## src/include/ctmc_pkg.sv

```systemverilog
// package for the can transceiver mode controller: constants, enums, carriers
package ctmc_pkg;
    localparam int CLK_MHZ = 250;
    localparam int MS_NS = 1000000;
    localparam int CLK_NS = 1000 / CLK_MHZ;
    localparam int MS_CYCLES = MS_NS / CLK_NS;
    localparam int ZERO_TIMEOUT_MS = 10000;

    localparam logic [3:0] ADDR_MODE = 4'h0;
    localparam logic [3:0] ADDR_TYPE = 4'h1;
    localparam logic [3:0] ADDR_CONFIG = 4'h2;
    localparam logic [3:0] ADDR_TIMEOUT = 4'h3;
    localparam logic [3:0] ADDR_STATUS = 4'h4;
    localparam logic [3:0] ADDR_GAP = 4'h5;

    localparam int CFG_DIST_BIT = 0;
    localparam int CFG_SWITCHABLE_BIT = 1;
    localparam int ST_ERR_BIT = 0;
    localparam int ST_SLEEP_BIT = 1;
    localparam int ST_PEND_BIT = 2;
    localparam int ST_TOUT_BIT = 3;

    localparam logic [15:0] TIMEOUT_RESET = 16'h0000;
    localparam logic [15:0] GAP_RESET = 16'h0100;

    typedef enum logic [2:0] {
        CTMC_MODE_NORMAL = 3'b000,
        CTMC_MODE_SLEEP = 3'b001,
        CTMC_MODE_SINGLE_WIRE_WAKEUP = 3'b010,
        CTMC_MODE_SINGLE_WIRE_HIGH_SPEED = 3'b011
    } ctmc_mode_t;

    typedef enum logic [2:0] {
        CTMC_TYPE_HIGH_SPEED = 3'b000,
        CTMC_TYPE_LOW_SPEED_FT = 3'b001,
        CTMC_TYPE_SINGLE_WIRE = 3'b010,
        CTMC_TYPE_EXTERNAL = 3'b011,
        CTMC_TYPE_DISCONNECT = 3'b100
    } ctmc_type_t;

    typedef struct packed {
        logic [3:0] addr;
        logic [15:0] wdata;
        logic wr;
        logic rd;
    } ctmc_bus_req_t;

    typedef struct packed {
        logic tx_enable;
        logic rx_enable;
        logic ack_enable;
        logic wake_level;
        logic waveshape_off;
        logic connected;
        ctmc_type_t xcvr;
    } ctmc_phy_t;
endpackage

```

## src/core/ctmc_top.sv

```systemverilog
// transceiver mode controller: sleep, wakeup, type select, frame pacing
`timescale 1ns/1ns
module ctmc_top #(
    parameter int MS_CYC = ctmc_pkg::MS_CYCLES,
    parameter int ZERO_MS = ctmc_pkg::ZERO_TIMEOUT_MS
) (
    input wire logic clk, // clock
    input wire logic rst, // sync reset, active high
    input wire ctmc_pkg::ctmc_bus_req_t bus, // register port request
    output logic [15:0] rdata, // read data, cycle after rd
    input wire logic all_tasks_started, // every task started
    input wire logic can_active, // controller communicating
    input wire logic tx_won_arb, // own frame past arbitration
    input wire logic tx_acked, // own frame acknowledged
    input wire logic bus_activity, // dominant edge seen on bus
    input wire logic rx_frame_end, // bus frame finished
    input wire logic tx_pending, // queue holds a frame
    input wire logic group_frame_req, // periodic group frame ready
    input wire logic buf_wait, // writer waits for buffer space
    output ctmc_pkg::ctmc_phy_t phy, // transceiver/controller controls
    output logic tx_release, // queue may send next frame
    output logic rx_store_enable, // received frames may be stored
    output logic group_frame_go, // send periodic group frame now
    output logic buf_timeout, // buffer wait timed out
    output logic cmd_error // last command rejected
);
    import ctmc_pkg::*;

    typedef enum logic [2:0] {
        ST_AWAKE = 3'b000,
        ST_SLEEP_PEND = 3'b001,
        ST_ASLEEP = 3'b010,
        ST_WAKE_FRAME = 3'b011
    } ctmc_state_t;

    ctmc_state_t state;
    ctmc_mode_t mode;
    ctmc_type_t xtype;
    logic dist_burst;
    logic switchable;
    logic [15:0] timeout_ms;
    logic [15:0] gap_cycles;
    logic [15:0] gap_cnt;
    logic tout_pulse;
    logic tout_seen;
    logic wr_mode, wr_type;
    ctmc_mode_t req_mode;
    ctmc_type_t req_type;
    logic mode_ok, type_ok;
    logic on_single_wire;

    function automatic logic mode_legal(input ctmc_mode_t m, input ctmc_type_t t);
        // single wire special modes exist only on single wire ports
        case (m)
            CTMC_MODE_NORMAL: mode_legal = 1'b1;
            CTMC_MODE_SLEEP: mode_legal = 1'b1;
            CTMC_MODE_SINGLE_WIRE_WAKEUP: mode_legal = (t == CTMC_TYPE_SINGLE_WIRE);
            CTMC_MODE_SINGLE_WIRE_HIGH_SPEED: mode_legal = (t == CTMC_TYPE_SINGLE_WIRE);
            default: mode_legal = 1'b0;
        endcase
    endfunction

    assign wr_mode = bus.wr && (bus.addr == ADDR_MODE);
    assign wr_type = bus.wr && (bus.addr == ADDR_TYPE);
    assign req_mode = ctmc_mode_t'(bus.wdata[2:0]);
    assign req_type = ctmc_type_t'(bus.wdata[2:0]);
    // a type switch may leave a single wire mode stored; gate its pin effects
    assign on_single_wire = (xtype == CTMC_TYPE_SINGLE_WIRE);

    always_comb begin
        mode_ok = mode_legal(req_mode, xtype);
        if (req_mode == CTMC_MODE_SLEEP) begin
            mode_ok = mode_ok && all_tasks_started && can_active;
        end
        // high speed cannot follow sleep directly
        if (req_mode == CTMC_MODE_SINGLE_WIRE_HIGH_SPEED && mode == CTMC_MODE_SLEEP) begin
            mode_ok = 1'b0;
        end
        type_ok = switchable && (bus.wdata[2:0] <= 3'b100);
    end

    // sleep state machine
    always_ff @(posedge clk) begin
        if (rst) begin
            state <= ST_AWAKE;
        end else begin
            case (state)
                ST_AWAKE: begin
                    if (wr_mode && mode_ok && req_mode == CTMC_MODE_SLEEP) begin
                        // an arbitrated frame must finish first
                        state <= (tx_won_arb && !tx_acked) ? ST_SLEEP_PEND : ST_ASLEEP;
                    end
                end
                ST_SLEEP_PEND: begin
                    if (wr_mode && mode_ok && req_mode != CTMC_MODE_SLEEP) begin
                        state <= ST_AWAKE;
                    end else if (tx_acked) begin
                        state <= ST_ASLEEP;
                    end
                end
                ST_ASLEEP: begin
                    if (wr_mode && mode_ok && req_mode != CTMC_MODE_SLEEP) begin
                        state <= ST_AWAKE;
                    end else if (bus_activity) begin
                        state <= ST_WAKE_FRAME;
                    end
                end
                ST_WAKE_FRAME: begin
                    if (rx_frame_end) begin
                        state <= ST_AWAKE;
                    end
                end
                default: state <= ST_AWAKE;
            endcase
        end
    end

    // mode readback follows actual operation
    always_ff @(posedge clk) begin
        if (rst) begin
            mode <= CTMC_MODE_NORMAL;
        end else if (state == ST_WAKE_FRAME && rx_frame_end) begin
            mode <= CTMC_MODE_NORMAL;
        end else if (wr_mode && mode_ok) begin
            mode <= req_mode;
        end
    end

    always_ff @(posedge clk) begin
        if (rst) begin
            xtype <= CTMC_TYPE_HIGH_SPEED;
        end else if (wr_type && type_ok) begin
            // single interface-wide setting, so all tasks see it
            xtype <= req_type;
        end
    end

    always_ff @(posedge clk) begin
        if (rst) begin
            cmd_error <= 1'b0;
        end else if (wr_mode) begin
            cmd_error <= !mode_ok;
        end else if (wr_type) begin
            cmd_error <= !type_ok;
        end
    end

    always_ff @(posedge clk) begin
        if (rst) begin
            dist_burst <= 1'b0;
            switchable <= 1'b1;
            timeout_ms <= TIMEOUT_RESET;
            gap_cycles <= GAP_RESET;
        end else if (bus.wr && bus.addr == ADDR_CONFIG) begin
            dist_burst <= bus.wdata[CFG_DIST_BIT];
            switchable <= bus.wdata[CFG_SWITCHABLE_BIT];
        end else if (bus.wr && bus.addr == ADDR_TIMEOUT) begin
            timeout_ms <= bus.wdata;
        end else if (bus.wr && bus.addr == ADDR_GAP) begin
            gap_cycles <= bus.wdata;
        end
    end

    // physical controls; a type switch changes the path and the single wire pin levels at the same edge,
    // with no pulse on the bus side
    always_ff @(posedge clk) begin
        if (rst) begin
            phy <= '{tx_enable: 1'b1, rx_enable: 1'b1, ack_enable: 1'b1,
                     wake_level: 1'b0, waveshape_off: 1'b0, connected: 1'b1,
                     xcvr: CTMC_TYPE_HIGH_SPEED};
        end else begin
            phy.tx_enable <= (state == ST_AWAKE || state == ST_SLEEP_PEND);
            phy.rx_enable <= (state == ST_AWAKE || state == ST_SLEEP_PEND);
            phy.ack_enable <= (state == ST_AWAKE || state == ST_SLEEP_PEND);
            phy.wake_level <= on_single_wire && mode == CTMC_MODE_SINGLE_WIRE_WAKEUP;
            phy.waveshape_off <= on_single_wire && mode == CTMC_MODE_SINGLE_WIRE_HIGH_SPEED;
            phy.connected <= (xtype != CTMC_TYPE_DISCONNECT);
            phy.xcvr <= xtype;
        end
    end

    // the queue itself keeps order; holding release freezes it at the sleep point
    always_ff @(posedge clk) begin
        if (rst) begin
            tx_release <= 1'b0;
            rx_store_enable <= 1'b0;
        end else begin
            tx_release <= tx_pending && state == ST_AWAKE;
            rx_store_enable <= (state == ST_AWAKE || state == ST_SLEEP_PEND);
        end
    end

    // group pacing: uniform waits gap_cycles between frames, burst does not
    always_ff @(posedge clk) begin
        if (rst) begin
            gap_cnt <= 16'h0;
            group_frame_go <= 1'b0;
        end else begin
            group_frame_go <= 1'b0;
            if (gap_cnt != 16'h0) begin
                gap_cnt <= gap_cnt - 16'h1;
            end else if (group_frame_req && state == ST_AWAKE && !group_frame_go) begin
                group_frame_go <= 1'b1;
                gap_cnt <= dist_burst ? 16'h0 : gap_cycles;
            end
        end
    end

    ctmc_wait_timer #(
        .MS_CYC(MS_CYC),
        .ZERO_MS(ZERO_MS)
    ) u_timer (
        .clk(clk),
        .rst(rst),
        .waiting(buf_wait),
        .timeout_ms(timeout_ms),
        .expired(tout_pulse)
    );

    always_ff @(posedge clk) begin
        if (rst) begin
            buf_timeout <= 1'b0;
            tout_seen <= 1'b0;
        end else begin
            buf_timeout <= tout_pulse;
            if (tout_pulse) begin
                tout_seen <= 1'b1;
            end else if (bus.rd && bus.addr == ADDR_STATUS) begin
                tout_seen <= 1'b0;
            end
        end
    end

    always_ff @(posedge clk) begin
        if (rst) begin
            rdata <= 16'h0;
        end else if (bus.rd) begin
            case (bus.addr)
                ADDR_MODE: rdata <= {13'h0, mode};
                ADDR_TYPE: rdata <= {13'h0, xtype};
                ADDR_CONFIG: rdata <= {14'h0, switchable, dist_burst};
                ADDR_TIMEOUT: rdata <= timeout_ms;
                ADDR_STATUS: rdata <= {12'h0, tout_seen, tx_pending,
                                       state == ST_ASLEEP, cmd_error};
                ADDR_GAP: rdata <= gap_cycles;
                default: rdata <= 16'h0;
            endcase
        end else begin
            rdata <= 16'h0;
        end
    end
endmodule

```

## src/core/ctmc_wait_timer.sv

```systemverilog
// buffer space wait timer with millisecond prescaler
`timescale 1ns/1ns
module ctmc_wait_timer #(
    parameter int MS_CYC = ctmc_pkg::MS_CYCLES,
    parameter int ZERO_MS = ctmc_pkg::ZERO_TIMEOUT_MS
) (
    input wire logic clk, // clock
    input wire logic rst, // sync reset
    input wire logic waiting, // writer waits for space
    input wire logic [15:0] timeout_ms, // configured limit
    output logic expired // one-cycle timeout pulse
);
    import ctmc_pkg::*;
    logic [31:0] pre;
    logic [15:0] ms;
    logic ms_tick;
    logic [15:0] limit;

    // zero stands for the long default wait
    assign limit = (timeout_ms == 16'h0000) ? 16'(ZERO_MS) : timeout_ms;
    assign ms_tick = waiting && (pre == 32'(MS_CYC - 1));

    always_ff @(posedge clk) begin
        if (rst || !waiting || ms_tick) begin
            pre <= 32'h0;
        end else begin
            pre <= pre + 32'h1;
        end
    end

    always_ff @(posedge clk) begin
        expired <= 1'b0;
        if (rst || !waiting) begin
            ms <= 16'h0;
        end else if (ms_tick) begin
            if (ms + 16'h1 >= limit) begin
                expired <= 1'b1;
                ms <= 16'h0;
            end else begin
                ms <= ms + 16'h1;
            end
        end
    end
endmodule

```

## config.mk

```make
export PLATFORM = sky130hd
export DESIGN_NAME = ctmc_top
export DESIGN_NICKNAME = d
export VERILOG_FILES = /design/src/include/ctmc_pkg.sv /design/src/core/ctmc_top.sv /design/src/core/ctmc_wait_timer.sv
export SDC_FILE = /design/constraint.sdc
export NUM_CORES = 1
export LEC_CHECK = 0
export CORE_AREA = 5 5 117 119
export DETAILED_ROUTE_END_ITERATION = 6
export DIE_AREA = 0 0 122 124
export DONT_BUFFER_PORTS = 1
export PLACE_DENSITY = 0.72
export RECOVER_POWER = 50
export SLEW_MARGIN = 20
export SYNTH_ARGS = -nofsm -noshare
export SYNTH_HDL_FRONTEND = slang
export SYNTH_HIERARCHICAL = 1
export SYNTH_SLANG_ARGS = --single-unit
```

## constraint.sdc

```tcl
create_clock -name clk -period 2.6 [get_ports clk]
set_clock_uncertainty 0.15 [all_clocks]
set_input_delay 0.52 -clock clk [delete_from_list [all_inputs] [get_ports clk]]
set_output_delay 0.52 -clock clk [all_outputs]
set_load 0.01 [all_outputs]
```

## Yosys cells after proc, flatten, opt, wreduce, memory -nomap -nowiden

Index checks and enable logic that the tools add are counted.

| operators by class | value |
|---|---|
| $add $sub $neg | 3 |
| multiply operators | 0 |
| div/mod/pow operators | 0 |
| order comparisons | 2 |
| equal/unequal tests | 22 |
| shifts and indexed selects | 0 |
| multiplexer cells | 23 |
| bitwise operators | 4 |
| reduce and logical (&&, ||, !) cells | 47 |

Operators by type and width:

| kind | number |
|---|---|
| 16-bit case mux with 6 select lines | 1 |
| 16-bit 2-to-1 mux | 5 |
| 32-bit by 1-bit adder with 32-bit output, second input constant | 1 |
| 32-bit by 18-bit equality test with 1-bit output, second input constant | 1 |
| 1-bit logical AND | 22 |
| 3-bit by 2-bit equality test with 1-bit output, second input constant | 7 |
| 3-bit 2-to-1 mux | 6 |
| 16-bit by 1-bit adder with 16-bit output, second input constant | 1 |
| 16-bit >= comparator | 1 |
| 16-bit logical NOT | 1 |
| 16-bit nonzero test | 1 |
| 16-bit by 1-bit subtractor with 16-bit output, second input constant | 1 |
| 3-bit case mux with 4 select lines | 1 |
| 2-bit OR reduction | 6 |
| 3-bit by 1-bit equality test with 1-bit output, second input constant | 3 |
| 3-bit inequality test, second input constant | 3 |
| 4-bit by 2-bit equality test with 1-bit output, second input constant | 2 |
| 4-bit by 3-bit equality test with 1-bit output, second input constant | 2 |
| 1-bit 2-to-1 mux | 8 |
| 3-bit logical NOT | 2 |
| 2-bit nonzero test | 3 |
| 1-bit logical NOT | 5 |
| 4-bit by 1-bit equality test with 1-bit output, second input constant | 1 |
| 4-bit logical NOT | 1 |
| other kinds (10) | 16 |

| word-level totals | value |
|---|---|
| register bits | 137 |
| bits in latches | 0 |
| bits in writable memories | 0 |
| memory bits (read-only) | 0 |
| bits of input ports | 33 |
| output and inout port bits | 30 |
| logic and storage cells | 124 |
| memories | 0 |

## Logic depth before layout (Yosys ltp)

| logic depth | value |
|---|---|
| depth in word-level cells | 11 |
| depth in mapped cells | 13 |
| gate-level depth less buffers | 11 |

## By module

The synthesis kept the hierarchy.

By module, submodules not included:

| module | instances | cells an instance | area each (um^2) | seq. area each (um^2) |
|---|---|---|---|---|
| ctmc_top | 1 | 448 | 3816.2 | 1741.7 |
| ctmc_wait_timer | 1 | 362 | 3000.4 | 980.9 |

## Worst setup path after synthesis

Ideal clock, no wire load.

| path | value |
|---|---|
| path type | register to register |
| from | register u_timer.ms[2] |
| to | register u_timer.ms[14] |
| setup time | 118 ps |
| data arrival time | 2582 ps |
| required time | 2332 ps |
| setup slack | -249 ps |
| cell stages (with the launch flop) | 13 |
| buffers on the path | 2 |
| period minus slack after synthesis | 2849 ps |
| path through | dfxtp_1 > and3_1 > buf_2 > nand3_1 > o31a_1 > or2_2 > ha_1 > nand4_1 > nor3_1 > a31oi_2 > buf_2 > o2111ai_1 > nand2_1 |

| on the way | value |
|---|---|
| longest elaborated chain between the ends | 3 |

Ends and longest elaborated chain:

| what | RTL line | source |
|---|---|---|
| from (decl) | ctmc_wait_timer.sv:15 | `logic [15:0] ms;` |
| from (signal assigned) | ctmc_wait_timer.sv:40 | `ms <= ms + 16'h1;` |
| 16-bit by 1-bit adder with 16-bit output * | ctmc_wait_timer.sv:36, ctmc_wait_timer.sv:40 |  |
| 16-bit >= comparator | ctmc_wait_timer.sv:36 | `if (ms + 16'h1 >= limit) begin` |
| 16-bit 2-to-1 mux * | ctmc_wait_timer.sv:36 |  |

Mark *: on every way between the ends. The rest lies on a longest branch, timed or not.
A chain may end at the register's enable or synchronous reset.

## Worst setup path in the final report

| path | value |
|---|---|
| from | register u_timer.ms[4] |
| to | register u_timer.ms[13] |

Same word-level chain as after synthesis.

==> metrics.cfg <==
[synthesis]
avgSynthCellArea_um2 = 8.42
yosys_warnings = 6
synth.distinct_cells = 78
async_reset_ff_share_pct = 0
syn_area_um2 = 6820
synth_edf_count = 0
syn_nets = 863
synthAdderAreaFrac_pct = 3.67
synth-compound-area-share_pct = 13.0
ys_seq_elements = 136
synth_top_family_by_area = simple AND/OR/NAND/NOR gates
yosysTopAreaCell = dfxtp_1
dominantRegCellSynth = dfxtp_1
synth-xor-area-share_pct = 5.52
synth_area_leaders = dfxtp_1 (40%), nand2_1 (7.0%), nor2_1 (5.1%), ha_1 (3.7%), xnor2_1 (3.5%)
ys_seq_area_share_pct = 39.9
muxShareOfSynthArea_pct = 1.67
synth_cells = 810
yosysTopAreaCellShare_pct = 39.9
synthSimpleGateAreaFrac_pct = 31.3

[min_path]
hold_class = in -> reg

[worst_setup_path]
path_cells = and3_4 > nand2_1 > and2_1 > or2_2 > ha_1 > nand4_1 > nor3_2 > a31oi_4 > buf_6 > nand4_1 > o211ai_2
crit_path_end_kind = register
path_max_fanout = 6
cpPeakStageDelay_ns = 0.33
cp-start-kind = register
crit_path_top_delay_cell = dfxtp_2
cp.arrival_ns = 2.89
worstSetupPathType = reg -> reg
cp.required_ns = 2.76
crit_top_cell = nand4_1

[floorplanning]
start_util_pct = 54.7
die_w_um = 122
placementRows = 41
die_height_um = 124
core_um2 = 12500
io-pin-count = 63
die_area_um2 = 15100

[sta]
finalMaxSlewViolations = 0
tightestPinTransition_ns = 0.822
max_freq_ghz = 0.366
setup_viol = 17
finalCritPeriodShare_pct = 105
setup_total_negative_slack_ns = -1.59
rsz0062_at_grt = yes
period_needed_ns = 2.74
finalHoldViolations = 0
layout_setup_ws_ns = -0.136
slew_headroom_pct = 45.2

[cts]
holdBufCountCts = 0
cts_max_level = 4
path_clk_slew_ns = 0.06
cts.sinks = 136
cts-root-to-sink-buffers = 2
clk_latency_ns = 0.42
cts_tree = done
cts_root_buf = clkbuf_16
numCtsBuffers = 17

[final_layout]
layout-drive-gt1-share_pct = 20.8
finalNetCount = 900
area_growth_pct = 20.1
nFillCells = 1053
fin_area_um2 = 8190
fin_util_pct = 65.7
insertedDiodeCount = 0
final_cells = 1032

[drt]
drt-total-wl_um = 17400
num_vias = 6034
wl_per_cell_um = 16.9
drt_first_pass_iters = 5
route.antenna.remaining_nets = 0
remaining_drc_errors = 0
via_per_inst = 5.85
drt_iter0_markers = 546

[placed_design]
gp_congestion = 0.910
dp.cells = 994
place_ws_ns = -0.250
io_buffers = 0
dpl.hpwl_um = 12300
dpl_cell_area_um2 = 7290

[global_route]
grt_pass1_vias = 5878
overflow = 0
grt_usage_pct = 23.8
grt_start_max_net_pins = 75
antenna_found_initial = 0
grt_pass1_wl_um = 28800

[power]
peakVddDrop_uv = 476
leakagePower_nw = 2.95
cellPowerDensity_nw_per_um2 = 724

[outcome]
violations = setup timing
outcome = finished, violations left

[job]
maxCapViolations = 0

==> cells in the final DEF, fill, tap and decap left out, types with 4 or more instances in the layout <==
master,count
nand2_1,127
dfxtp_1,127
nor2_1,92
buf_4,54
a21oi_1,46
nand3_1,32
xnor2_1,27
inv_1,20
nor3_1,18
nand4_1,18
clkbuf_16,17
xor2_1,16
nor4_1,14
a22oi_1,13
ha_1,12
nor2b_1,11
and3_1,9
buf_6,9
nor3b_1,8
mux2i_1,8
ha_4,8
dfxtp_2,8
o21a_1,7
o2111ai_2,7
o21ai_0,6
nand2b_1,6
and4_1,6
a211oi_1,5
nand4b_1,5
or2_4,5
and2_1,4
or2_2,4
nor4_2,4
o31a_1,4
clkinv_2,4
clkinvlp_4,4
and3_4,4
nand4_2,4
==> worst max-delay path: cells and delay by family (launching register included) <==
family | cells | cell delay [ns]
adder cells (fa/ha/maj) | 1 | 0.30
buffers and inverters | 1 | 0.18
flip-flops | 1 | 0.33
AND/OR/NAND/NOR | 7 | 1.38
AO/OA/AOI/OAI | 2 | 0.27
==> kinds of logic after synthesis <==
| family | Yosys count |
|---|---|
| and+or+nand+nor | 404 |
| DFF | 136 |
| AOI/OAI and AO/OA | 130 |
| buffers and inverters | 66 |
| xor gates and xnor gates | 43 |
| adders and majority gates | 20 |
| muxes | 11 |
==> power breakdown <==
group	internal [mW]	switching (mW)	total, mW
sequential	2.22	0.171	2.39
clock	1.51	0.942	2.45
combinational	0.483	0.604	1.09
total	4.21	1.72	5.93
==> registers in the layout, summed over array words and instances, names as in the netlist, 2 cells and up <==
| signal | count |
|---|---|
| u_timer/pre | 32 |
| gap_cnt | 16 |
| gap_cycles | 16 |
| rdata | 16 |
| timeout_ms | 16 |
| u_timer/ms | 16 |
| phy | 7 |
| mode | 3 |
| xtype | 3 |
| state | 2 |
==> layout make-up <==
cell class,instances,area (µm²),share of cell area [%]
repair buffers,64,510,6.23
inverters,20,75.1,0.917
flip-flops and latches,136,2740,33.4
multi-input cells,608,4050,49.5
well taps,172,215,2.63
clock buffers,17,425,5.19
clock inverters,15,175,2.14
==> final timing paths <==
check	slack, ns	startpoint	cells after the start	end
hold / removal	0.03	rst	1	timeout_ms[2]
hold reg to reg	0.31	u_timer/pre[0]	1	u_timer/pre[0]
setup / recovery	-0.14	u_timer/ms[4]	11	u_timer/ms[13]
setup reg to reg	-0.14	u_timer/ms[4]	11	u_timer/ms[13]
==> metrics by stage <==
stage,power (mW),hold slack [ns]
floorplan,3.37,0.276
global placement,3.44,0.289
detailed placement,3.49,0.304
CTS,5.95,0.0165
global route,6.20,0.0154
finish,5.93,0.0256
==> metal layers <==
metal	vias up	GRT usage (%)	share of wire, %
li1	2933	-	-
met1	2902	29.5	43
met2	165	40.7	50
met3	34	4.90	4.8
met4	0	9.38	2.3
met5	-	0	0
==> synthesized netlist by cell type (all sizes together) (3+ instances only) <==
| library cell | n |
|---|---|
| dfxtp | 136 |
| nand2 | 128 |
| nor2 | 93 |
| a21oi | 47 |
| nand3 | 35 |
| xnor2 | 27 |
| buf | 24 |
| clkbuf | 22 |
| nand4 | 22 |
| ha | 20 |
| inv | 20 |
| nor3 | 20 |
| nor4 | 20 |
| xor2 | 16 |
| a22oi | 13 |
| and3 | 13 |
| nor2b | 11 |
| o21ai | 11 |
| a211oi | 9 |
| or2 | 9 |
| and2 | 8 |
| and4 | 8 |
| mux2i | 8 |
| nor3b | 8 |
| o2111ai | 8 |
| o21a | 7 |
| nand2b | 6 |
| nor4b | 6 |
| nand4b | 5 |
| a31oi | 4 |
| o211ai | 4 |
| o31a | 4 |
| mux2 | 3 |
| o31ai | 3 |
| or3 | 3 |
==> what timing repair did <==
| item | in CTS | in global routing |
|---|---|---|
| setup endpoints to repair | 17 | 17 |
| pin swaps | 38 | 8 |
| setup buffers | 5 | 1 |
| resized for setup | 47 | 7 |
No activity file was read; power rests on OpenSTA's default activity.
